**config.mk**
```make
export PLATFORM = sky130hd
export DESIGN_NAME = oapc_top
export DESIGN_NICKNAME = d
export VERILOG_FILES = /design/src/hdl/oapc_pkg.sv /design/src/hdl/oapc_top.sv
export SDC_FILE = /design/constraint.sdc
export NUM_CORES = 1
export LEC_CHECK = 0
export BUFFER_PORTS_ARGS = -buffer_cell sky130_fd_sc_hd__buf_2
export CAP_MARGIN = 30
export CELL_PAD_IN_SITES_DETAIL_PLACEMENT = 1
export CELL_PAD_IN_SITES_GLOBAL_PLACEMENT = 2
export CORE_MARGIN = 2
export CORE_UTILIZATION = 36
export CTS_BUF_LIST = sky130_fd_sc_hd__clkbuf_4
export DETAILED_ROUTE_END_ITERATION = 6
export PLACE_DENSITY = 0.82
export SYNTH_ARGS = -nofsm -noshare
export SYNTH_HDL_FRONTEND = slang
export SYNTH_SLANG_ARGS = --single-unit
export TNS_END_PERCENT = 50
```
**constraint.sdc**
```tcl
create_clock -name pclk -period 3.85 [get_ports pclk]
set_input_delay 0.1925 -clock pclk [delete_from_list [all_inputs] [get_ports pclk]]
set_output_delay 0.1925 -clock pclk [all_outputs]
set_load 0.01 [all_outputs]
```
**src/hdl/oapc_pkg.sv**
```systemverilog
package oapc_pkg;

  // ----------------------------------------
  // Register map (byte addresses)
  // ----------------------------------------
  localparam logic [7:0] OAPC_PWR_OPT_ADDR = 8'h00;
  localparam logic [7:0] OAPC_QUIET_OPT_ADDR = 8'h04;
  localparam logic [7:0] OAPC_QUIET_TMO_ADDR = 8'h08;
  localparam logic [7:0] OAPC_CMD_ADDR = 8'h0C;
  localparam logic [7:0] OAPC_STATUS_ADDR = 8'h10;
  localparam logic [7:0] OAPC_QUIET_CNT_ADDR = 8'h14;

  // ----------------------------------------
  // Reset values and fields
  // ----------------------------------------
  localparam logic [7:0] OAPC_PWR_OPT_RST = 8'h9A;
  localparam logic [7:0] OAPC_QUIET_OPT_RST = 8'hD5;
  localparam int OAPC_MASTER_BIT = 7;
  localparam int OAPC_SERIAL_EN_BIT = 5;
  localparam int OAPC_SERIAL_LONG_BIT = 4;
  localparam int OAPC_WARN_EN_BIT = 3;
  localparam int OAPC_KEY_EN_BIT = 2;
  localparam int OAPC_WAKE_DLY_BIT = 1;
  localparam int OAPC_QUIET_EN_BIT = 7;
  localparam int OAPC_QUIET_SLEEP_BIT = 5;
  localparam int OAPC_QUIET_LONG_BIT = 4;
  localparam int OAPC_QUIET_REPORT_BIT = 3;
  // Command register bits
  localparam int OAPC_CMD_SLEEP = 0;
  localparam int OAPC_CMD_SERIAL_ACT = 1;
  localparam int OAPC_CMD_FIRST_TX = 2;
  localparam int OAPC_CMD_CLR_EVT = 3;
  localparam int OAPC_CMD_TMO_DEFAULT = 4;

  // ----------------------------------------
  // Timing (figures as printed, then cycles at 250 MHz)
  // ----------------------------------------
  localparam longint OAPC_CLK_HZ = 250000000;
  localparam longint OAPC_POLL_US = 4000;
  localparam longint OAPC_TICK_NS = 655360000;
  localparam longint OAPC_SLEEP_DLY_MS = 1000;
  localparam longint OAPC_ALERT_DLY_MS = 2000;
  localparam longint OAPC_RX_WAKE_US = 128;
  localparam longint OAPC_SHORT_MIN = 5;
  localparam longint OAPC_LONG_MIN = 20;
  localparam longint OAPC_WARN_MIN = 1;
  localparam longint OAPC_POLL_CYC = OAPC_POLL_US * OAPC_CLK_HZ / 1000000;
  localparam longint OAPC_TICK_CYC = OAPC_TICK_NS * OAPC_CLK_HZ / 1000000000;
  localparam longint OAPC_SLEEP_CYC = OAPC_SLEEP_DLY_MS * OAPC_CLK_HZ / 1000;
  localparam longint OAPC_ALERT_CYC = OAPC_ALERT_DLY_MS * OAPC_CLK_HZ / 1000;
  localparam longint OAPC_RX_WAKE_CYC = (OAPC_RX_WAKE_US * OAPC_CLK_HZ + 999999) / 1000000;
  localparam longint OAPC_MIN_CYC = 60 * OAPC_CLK_HZ;
  localparam longint OAPC_DEBOUNCE_CYC = 1000000;
  // Quiet default timeouts, in idle ticks
  localparam logic [7:0] OAPC_QUIET_SHORT_TICKS = 8'h1C;
  localparam logic [7:0] OAPC_QUIET_LONG_TICKS = 8'h6E;

  // ----------------------------------------
  // Types
  // ----------------------------------------
  typedef enum logic [1:0] {
    OAPC_RUN = 2'b00,
    OAPC_ENTRY = 2'b01,
    OAPC_LOW = 2'b10,
    OAPC_WAKE = 2'b11
  } oapc_mode_t;

  typedef enum logic [1:0] {
    OAPC_SRC_NONE = 2'b00,
    OAPC_SRC_CMD = 2'b01,
    OAPC_SRC_ALERT = 2'b10
  } oapc_src_t;

  typedef struct packed {
    logic [3:0] bus_in;
    logic key_in;
    logic rx_in;
    logic rts_alt;
  } oapc_pins_t;

  typedef struct packed {
    logic sleep_warning_msg;
    logic activity_warn_msg;
    logic stopped_msg;
  } oapc_msgs_t;

endpackage : oapc_pkg

```
**src/hdl/oapc_top.sv**
```systemverilog
// Local design decisions: the register addresses and register access over APB.
`timescale 1ns/10ps
`default_nettype none

module oapc_top
  import oapc_pkg::*;
#(
  parameter longint SLEEP_CYC = OAPC_SLEEP_CYC,
  parameter longint ALERT_CYC = OAPC_ALERT_CYC,
  parameter longint TICK_CYC = OAPC_TICK_CYC,
  parameter longint MIN_CYC = OAPC_MIN_CYC,
  parameter longint DEBOUNCE_CYC = OAPC_DEBOUNCE_CYC,
  parameter longint WAKE_SHORT_CYC = OAPC_DEBOUNCE_CYC,
  parameter longint WAKE_LONG_CYC = 4 * OAPC_DEBOUNCE_CYC
) (
  input wire logic pclk,
  input wire logic presetn,
  input wire logic psel,
  input wire logic penable,
  input wire logic pwrite,
  input wire logic [7:0] paddr,
  input wire logic [31:0] pwdata,
  output logic [31:0] prdata,
  output logic pready,
  output logic pslverr,
  input wire oapc_pins_t pins,
  input wire logic transmitting,
  input wire logic monitor_mode,
  output oapc_msgs_t msgs,
  output logic low_power,
  output logic force_recessive,
  output logic volt_ctrl,
  output logic power_ctrl,
  output logic warm_start,
  output logic key_level_query
);

  // ----------------------------------------
  // State
  // ----------------------------------------
  typedef struct packed {
    oapc_pins_t s1;
    oapc_pins_t s2;
    logic [7:0] pwr_opt;
    logic [7:0] quiet_opt;
    logic [7:0] quiet_tmo;
    logic tmo_loaded;
    logic mon_en;
    logic [3:0] bus_flt;
    logic [23:0] poll_cnt;
    logic [31:0] tick_cnt;
    logic [7:0] quiet_cnt;
    logic [39:0] serial_cnt;
    logic warned;
    logic quiet_warned;
    logic key_filt;
    logic [31:0] key_cnt;
    logic key_low_seen;
    logic [31:0] rx_cnt;
    logic bus_armed;
    oapc_mode_t mode;
    oapc_src_t src;
    logic [31:0] dly_cnt;
    oapc_msgs_t msgs;
    logic warm;
    logic [31:0] prdata;
  } oapc_state_t;

  oapc_state_t st;
  oapc_state_t next_st;

  function automatic logic [31:0] sat_inc32(input logic [31:0] v);
    sat_inc32 = (v == 32'hFFFFFFFF) ? v : v + 32'h1;
  endfunction : sat_inc32

  logic wr;
  logic rd;
  logic bus_active;
  logic master;
  logic [39:0] serial_lim;
  logic [7:0] quiet_lim;
  logic key_stable;

  assign wr = psel && penable && pwrite;
  assign rd = psel && penable && !pwrite;
  assign pready = 1'b1;
  assign master = st.pwr_opt[OAPC_MASTER_BIT];
  assign bus_active = |st.bus_flt;

  always_comb begin
    next_st = st;
    next_st.msgs = '0;
    next_st.warm = 1'b0;
    serial_lim = st.pwr_opt[OAPC_SERIAL_LONG_BIT] ? 40'(OAPC_LONG_MIN * MIN_CYC)
                                                  : 40'(OAPC_SHORT_MIN * MIN_CYC);
    quiet_lim = st.tmo_loaded ? st.quiet_tmo
              : (st.quiet_opt[OAPC_QUIET_LONG_BIT] ? OAPC_QUIET_LONG_TICKS : OAPC_QUIET_SHORT_TICKS);
    key_stable = (st.key_cnt >= 32'(DEBOUNCE_CYC));

    // ----------------------------------------
    // Pin synchronisers and bus filter
    // ----------------------------------------
    next_st.s1 = pins;
    next_st.s2 = st.s1;
    next_st.poll_cnt = (st.poll_cnt >= 24'(OAPC_POLL_CYC - 1)) ? '0 : st.poll_cnt + 24'h1;
    // Sampled every cycle, far inside the poll interval; own traffic masked
    next_st.bus_flt = transmitting ? 4'h0 : (st.bus_flt & st.s2.bus_in) | (st.s2.bus_in & ~st.bus_flt & st.s1.bus_in
                                                                           & st.s2.bus_in);

    // ----------------------------------------
    // Activity monitor
    // ----------------------------------------
    if (transmitting) begin
      next_st.mon_en = 1'b1;
    end
    next_st.tick_cnt = (st.tick_cnt >= 32'(TICK_CYC - 1)) ? '0 : st.tick_cnt + 32'h1;
    if (!st.mon_en || monitor_mode) begin
      next_st.quiet_cnt = '0;
      next_st.quiet_warned = 1'b0;
    end else if (bus_active) begin
      next_st.quiet_cnt = '0;
      next_st.quiet_warned = 1'b0;
      next_st.tick_cnt = '0;
    end else if (st.tick_cnt >= 32'(TICK_CYC - 1) && st.quiet_cnt != 8'hFF) begin
      next_st.quiet_cnt = st.quiet_cnt + 8'h1;
    end

    // ----------------------------------------
    // Serial inactivity and key debounce
    // ----------------------------------------
    if (!st.s2.rx_in || st.mode != OAPC_RUN) begin
      next_st.serial_cnt = '0;
      next_st.warned = 1'b0;
    end else if (st.serial_cnt != 40'hFFFFFFFFFF) begin
      next_st.serial_cnt = st.serial_cnt + 40'h1;
    end
    next_st.key_cnt = (st.s2.key_in != st.key_filt) ? sat_inc32(st.key_cnt) : '0;
    if (key_stable) begin
      next_st.key_filt = st.s2.key_in;
      next_st.key_cnt = '0;
      if (!st.s2.key_in) begin
        next_st.key_low_seen = 1'b1;
      end
    end
    next_st.rx_cnt = st.s2.rx_in ? '0 : sat_inc32(st.rx_cnt);

    // ----------------------------------------
    // Power sequencer
    // ----------------------------------------
    unique case (st.mode)
      OAPC_RUN: begin
        next_st.dly_cnt = '0;
        if (master && st.serial_cnt == serial_lim - 40'(OAPC_WARN_MIN * MIN_CYC)
            && st.pwr_opt[OAPC_SERIAL_EN_BIT] && st.pwr_opt[OAPC_WARN_EN_BIT] && !st.warned) begin
          next_st.msgs.activity_warn_msg = 1'b1;
          next_st.warned = 1'b1;
        end
        if (st.mon_en && !monitor_mode && quiet_lim != 8'h00 && st.quiet_opt[OAPC_QUIET_EN_BIT]
            && st.quiet_opt[OAPC_QUIET_REPORT_BIT] && st.quiet_cnt == quiet_lim - 8'h1 && !st.quiet_warned
            && st.tick_cnt == '0) begin
          next_st.msgs.activity_warn_msg = 1'b1;
          next_st.quiet_warned = 1'b1;
        end
        if (master) begin
          if (wr && paddr == OAPC_CMD_ADDR && pwdata[OAPC_CMD_SLEEP]) begin
            next_st.mode = OAPC_ENTRY;
            next_st.src = OAPC_SRC_CMD;
          end else if ((st.pwr_opt[OAPC_SERIAL_EN_BIT] && st.serial_cnt >= serial_lim)
                       || (st.quiet_opt[OAPC_QUIET_EN_BIT] && st.quiet_opt[OAPC_QUIET_SLEEP_BIT]
                           && st.mon_en && !monitor_mode && quiet_lim != 8'h00 && st.quiet_cnt >= quiet_lim)
                       || (st.pwr_opt[OAPC_KEY_EN_BIT] && key_stable && !st.s2.key_in)) begin
            next_st.mode = OAPC_ENTRY;
            next_st.src = OAPC_SRC_ALERT;
            next_st.msgs.sleep_warning_msg = 1'b1;
          end
        end
      end
      OAPC_ENTRY: begin
        next_st.dly_cnt = st.dly_cnt + 32'h1;
        if (st.dly_cnt >= ((st.src == OAPC_SRC_CMD) ? 32'(SLEEP_CYC - 1) : 32'(ALERT_CYC - 1))) begin
          next_st.mode = OAPC_LOW;
          next_st.bus_armed = 1'b0;
          next_st.key_low_seen = 1'b0;
          next_st.dly_cnt = '0;
        end
      end
      OAPC_LOW: begin
        if (!bus_active) begin
          next_st.bus_armed = 1'b1;
        end
        if (st.rx_cnt >= 32'(OAPC_RX_WAKE_CYC)) begin
          next_st.mode = OAPC_WAKE;
          next_st.dly_cnt = 32'(WAKE_SHORT_CYC);
        end else if (st.bus_armed && bus_active) begin
          next_st.mode = OAPC_WAKE;
          next_st.dly_cnt = 32'(WAKE_SHORT_CYC);
        end else if (st.key_low_seen && key_stable && st.s2.key_in) begin
          next_st.mode = OAPC_WAKE;
          next_st.dly_cnt = st.pwr_opt[OAPC_WAKE_DLY_BIT] ? 32'(WAKE_LONG_CYC) : 32'(WAKE_SHORT_CYC);
        end
      end
      OAPC_WAKE: begin
        next_st.dly_cnt = st.dly_cnt - 32'h1;
        if (st.dly_cnt <= 32'h1) begin
          next_st.mode = OAPC_RUN;
          next_st.src = OAPC_SRC_NONE;
          next_st.warm = 1'b1;
          next_st.dly_cnt = '0;
        end
      end
    endcase

    // RTS use of the key input: a rise aborts bus work
    if (st.s2.rts_alt && key_stable && st.s2.key_in && !st.key_filt && st.mode == OAPC_RUN) begin
      next_st.msgs.stopped_msg = 1'b1;
    end

    // ----------------------------------------
    // APB registers
    // ----------------------------------------
    if (wr) begin
      unique case (paddr)
        OAPC_PWR_OPT_ADDR: next_st.pwr_opt = pwdata[7:0];
        OAPC_QUIET_OPT_ADDR: next_st.quiet_opt = pwdata[7:0];
        OAPC_QUIET_TMO_ADDR: begin
          next_st.quiet_tmo = pwdata[7:0];
          next_st.tmo_loaded = 1'b1;
        end
        OAPC_CMD_ADDR: begin
          if (pwdata[OAPC_CMD_SERIAL_ACT]) begin
            next_st.serial_cnt = '0;
            next_st.warned = 1'b0;
          end
          if (pwdata[OAPC_CMD_FIRST_TX]) begin
            next_st.mon_en = 1'b1;
          end
          if (pwdata[OAPC_CMD_TMO_DEFAULT]) begin
            next_st.tmo_loaded = 1'b0;
          end
        end
        default: begin
        end
      endcase
    end
    next_st.prdata = '0;
    if (psel && !penable && !pwrite) begin
      unique case (paddr)
        OAPC_PWR_OPT_ADDR: next_st.prdata = {24'h0, st.pwr_opt};
        OAPC_QUIET_OPT_ADDR: next_st.prdata = {24'h0, st.quiet_opt};
        OAPC_QUIET_TMO_ADDR: next_st.prdata = {24'h0, quiet_lim};
        OAPC_STATUS_ADDR: next_st.prdata = {26'h0, st.mon_en, st.tmo_loaded, st.mode, st.s2.key_in, st.mode == OAPC_LOW};
        OAPC_QUIET_CNT_ADDR: next_st.prdata = {24'h0, st.quiet_cnt};
        default: next_st.prdata = '0;
      endcase
    end
  end

  always_ff @(posedge pclk or negedge presetn) begin
    if (!presetn) begin
      st <= '0;
      st.s1 <= '{bus_in: 4'h0, key_in: 1'b1, rx_in: 1'b1, rts_alt: 1'b0};
      st.s2 <= '{bus_in: 4'h0, key_in: 1'b1, rx_in: 1'b1, rts_alt: 1'b0};
      st.key_filt <= 1'b1;
      st.pwr_opt <= OAPC_PWR_OPT_RST;
      st.quiet_opt <= OAPC_QUIET_OPT_RST;
    end else begin
      st <= next_st;
    end
  end

  // ----------------------------------------
  // Outputs
  // ----------------------------------------
  assign prdata = st.prdata;
  assign pslverr = 1'b0;
  assign msgs = st.msgs;
  assign low_power = (st.mode == OAPC_LOW);
  assign force_recessive = (st.mode == OAPC_LOW);
  assign volt_ctrl = 1'b0;
  assign power_ctrl = (st.mode == OAPC_LOW);
  assign warm_start = st.warm;
  assign key_level_query = st.s2.key_in;

endmodule : oapc_top

`default_nettype wire

```
==> metrics.yaml <==
outcome: "completed"
tightest_slew_ns: 0.9018
post-route-util: 0.4139
area.growth.synth_to_final_pct: 13.75
fin_skew_ns: 0.05825
cap_violations: 0
startpoint_type: "flop"
htreeDepth: 3
die_area_mm2: 0.04057
whs_ns: 0.08250
hpwl_um: 27470
end_kind: "flop"
hp-start: "pins[6]"
grt_overflow: 0
ios: 97
async_flop_share: 1.000
drv_slew: 0
globalplace.congestion: 0.8267
pwr-share-comb: 0.274
min_to: "next_st[281]$_DFF_PN0_"
antenna_found_initial: 4
fmax_ghz: 0.3004
drc_errors: 0
p_per_area_mw_per_mm2: 487.3
ys_warn_count: 0
grt_max_degree: 109
die_h_um: 201.4
vias: 11840
internal_power_mw: 4.907
cts_root_buffer: "clkbuf_4"
layout_min_cycle_time_ns: 3.329
first_pass_iters: 5
setup-violations-final: 0
chipWidth_um: 201.4
power_switching_mw: 2.870
critPathKind: "reg -> reg"
port-buffer-count: 45
routed_wl_um: 39630
max_slew_margin: 0.3988
core_mm2: 0.03856
finalPower_mw: 7.777
synth-seq-area-share: 0.4311
syn_inst: 1516
grt_util_all_layers: 0.2002
synth-main-ff-cell: "dfrtp_1"
irDropWorstVdd_uv: 232.4
swShare: 0.3691
arrival_ns: 4.00
r2r_start: "st[271]$_DFFE_PN1P_"
clk_latency_ns: 0.78
crit_path_max_fanout: 11
grt_pass1_wl_um: 66110
synth_area_mm2: 0.01403
fp-row-count: 72
clock-sinks: 241
cts_tree: "yes"
first_global_vias: 12400
layout_setup_ws_ns: 0.5211
cts_buffer_depth: 3
clk_pin_slew_ns: 0.06
hold_depth: 2
viasPerCell: 5.376
min_path_type: "in -> reg"
setup_tns_ns: 0
place_ws_ns: 0.5233
synth-seq-cells: 241
ff2ff_setup_slack_ns: 0.52
synth_area_per_cell_um2: 9.255
worstRegToRegCells: 11
power_leakage_nw: 6.828
rsz0062_at_grt: "false"
cts_buffers: 73
rr_endpoint: "st[71]$_DFFE_PN0P_"
routedWlPerCell_um: 17.99
pwr-share-clk: 0.342
nets: 1735
synth-edff-count: 0
fin_crit_sh: 0.8647
drtIter0Drc: 716
drive_gt1_frac: 0.1541
initial_utilization: 0.3639
antenna_left: 0
seqPwrFrac: 0.384
finalHoldViolations: 0
crit_required_ns: 4.52
yosysUniqueCellTypes: 84
-- cells by family after synthesis --
logic type	synth area share
fa+ha+maj	0.04994
simple gates	0.2434
mux	0.02381
compound gates	0.1112
other cells	0.0005352
xor+xnor	0.08365
flops	0.4311
buf+inv	0.05636
-- cell usage in the layout (no fill, tap or decap), types with 6 or more instances in the layout --
master,synthesis,routed
a211oi_1,6,6
a21oi_1,57,57
a222oi_1,8,8
a22o_1,7,7
a22oi_1,8,8
a31oi_1,11,11
and2_1,9,9
and3_1,32,32
and4_1,11,11
buf_2,11,44
buf_4,42,23
clkbuf_4,0,113
clkinv_1,0,10
conb_1,2,43
dfrtp_1,227,227
dfstp_2,14,14
dlygate4sd3_1,0,24
ha_1,56,56
inv_1,57,57
mux2_2,27,27
nand2_1,105,105
nand2b_1,13,13
nand3_1,77,77
nand4_1,54,54
nor2_1,206,206
nor3_1,51,51
nor3b_1,9,9
nor4_1,35,35
nor4b_1,6,6
o211ai_1,9,9
o21ai_0,52,52
o22ai_1,8,8
o31ai_1,10,10
or3_1,12,12
xnor2_1,60,60
xor2_1,74,74
-- registers in the layout, indices dropped and copies added, names as in the netlist --
register         count
key_level_query      1
master               1
msgs                 3
next_st              7
prdata               8
st                 220
warm_start           1
-- layer usage --
metal | global-route usage | share of wire
met1 | 0.2649 | 0.46
met2 | 0.3216 | 0.47
met3 | 0.03741 | 0.035
met4 | 0.08482 | 0.031
met5 | 0 | 0
-- worst max-delay path, stage by stage (launching register included) --
cell	delay, ns
dfstp_2	0.68
inv_1	0.23
buf_4	0.21
ha_1	0.28
nor3b_1	0.25
and2_1	0.21
nand4_1	0.13
a211oi_1	0.22
a32o_1	0.26
o31ai_1	0.13
a211oi_2	0.27
mux2_2	0.36
-- how the worst max path moves through the flow --
stage	endpoint	from	cells past startpoint	slack [ns]
2_1_floorplan	st[71]$_DFFE_PN0P_	st[271]$_DFFE_PN1P_	10	0.90
3_3_place_gp	st[71]$_DFFE_PN0P_	st[271]$_DFFE_PN1P_	10	0.55
3_5_place_dp	st[71]$_DFFE_PN0P_	st[271]$_DFFE_PN1P_	10	0.52
4_1_cts	st[71]$_DFFE_PN0P_	st[271]$_DFFE_PN1P_	10	0.51
5_1_grt	st[71]$_DFFE_PN0P_	st[271]$_DFFE_PN1P_	10	0.21
6_report	st[71]$_DFFE_PN0P_	st[271]$_DFFE_PN1P_	11	0.52
-- cells in the mapped netlist (10+ instances only) --
master      n  area share
a21oi_1    57       0.020
a31oi_1    11      0.0049
and3_1     32       0.014
and4_1     11      0.0069
buf_2      11      0.0039
buf_4      42       0.022
clkbuf_1   44       0.012
dfrtp_1   227        0.40
dfstp_2    14       0.026
ha_1       56       0.050
inv_1      57       0.015
mux2_2     27       0.022
nand2_1   105       0.028
nand2b_1   13      0.0058
nand3_1    77       0.027
nand4_1    54       0.024
nor2_1    206       0.055
nor3_1     51       0.018
nor4_1     35       0.016
o21ai_0    52       0.019
o31ai_1    10      0.0054
or3_1      12      0.0054
xnor2_1    60       0.037
xor2_1     74       0.046
-- what timing repair did --
action                                 in CTS  in global routing
hold buffers                               24                  0
buffers inserted                            0                  0
gates resized for setup                     0                  0
endpoints found under the hold margin     160                  0
-- through the flow --
step,std cells,instance area (um^2)
global route,2203,15960
floorplan,1557,14180
finish,2203,15960
CTS,2199,15950
global placement,2043,14710
detailed placement,2044,14720
-- power by group through the flow --
stage / combinational, mW / sequential (mW) / clock [mW]
finish: 2.13 / 2.98 / 2.66
global route: 2.36 / 3.01 / 2.90
floorplan: 1.62 / 2.82 / 0
detailed placement: 2.09 / 3.02 / 0
global placement: 2.04 / 3.01 / 0
CTS: 2.12 / 2.98 / 2.77
-- cell type report --
cell class              count  area [um^2]
flip-flops and latches    241         6048
multi-input cells        1157         7350
diodes                      4        10.01
inverters                  57        214.0
clock inverters            18        138.9
fillers                  4546        22600
repair buffers             95        703.2
well taps                 518        648.1
clock buffers             113        848.3
No activity file was read; power rests on OpenSTA's default activity.
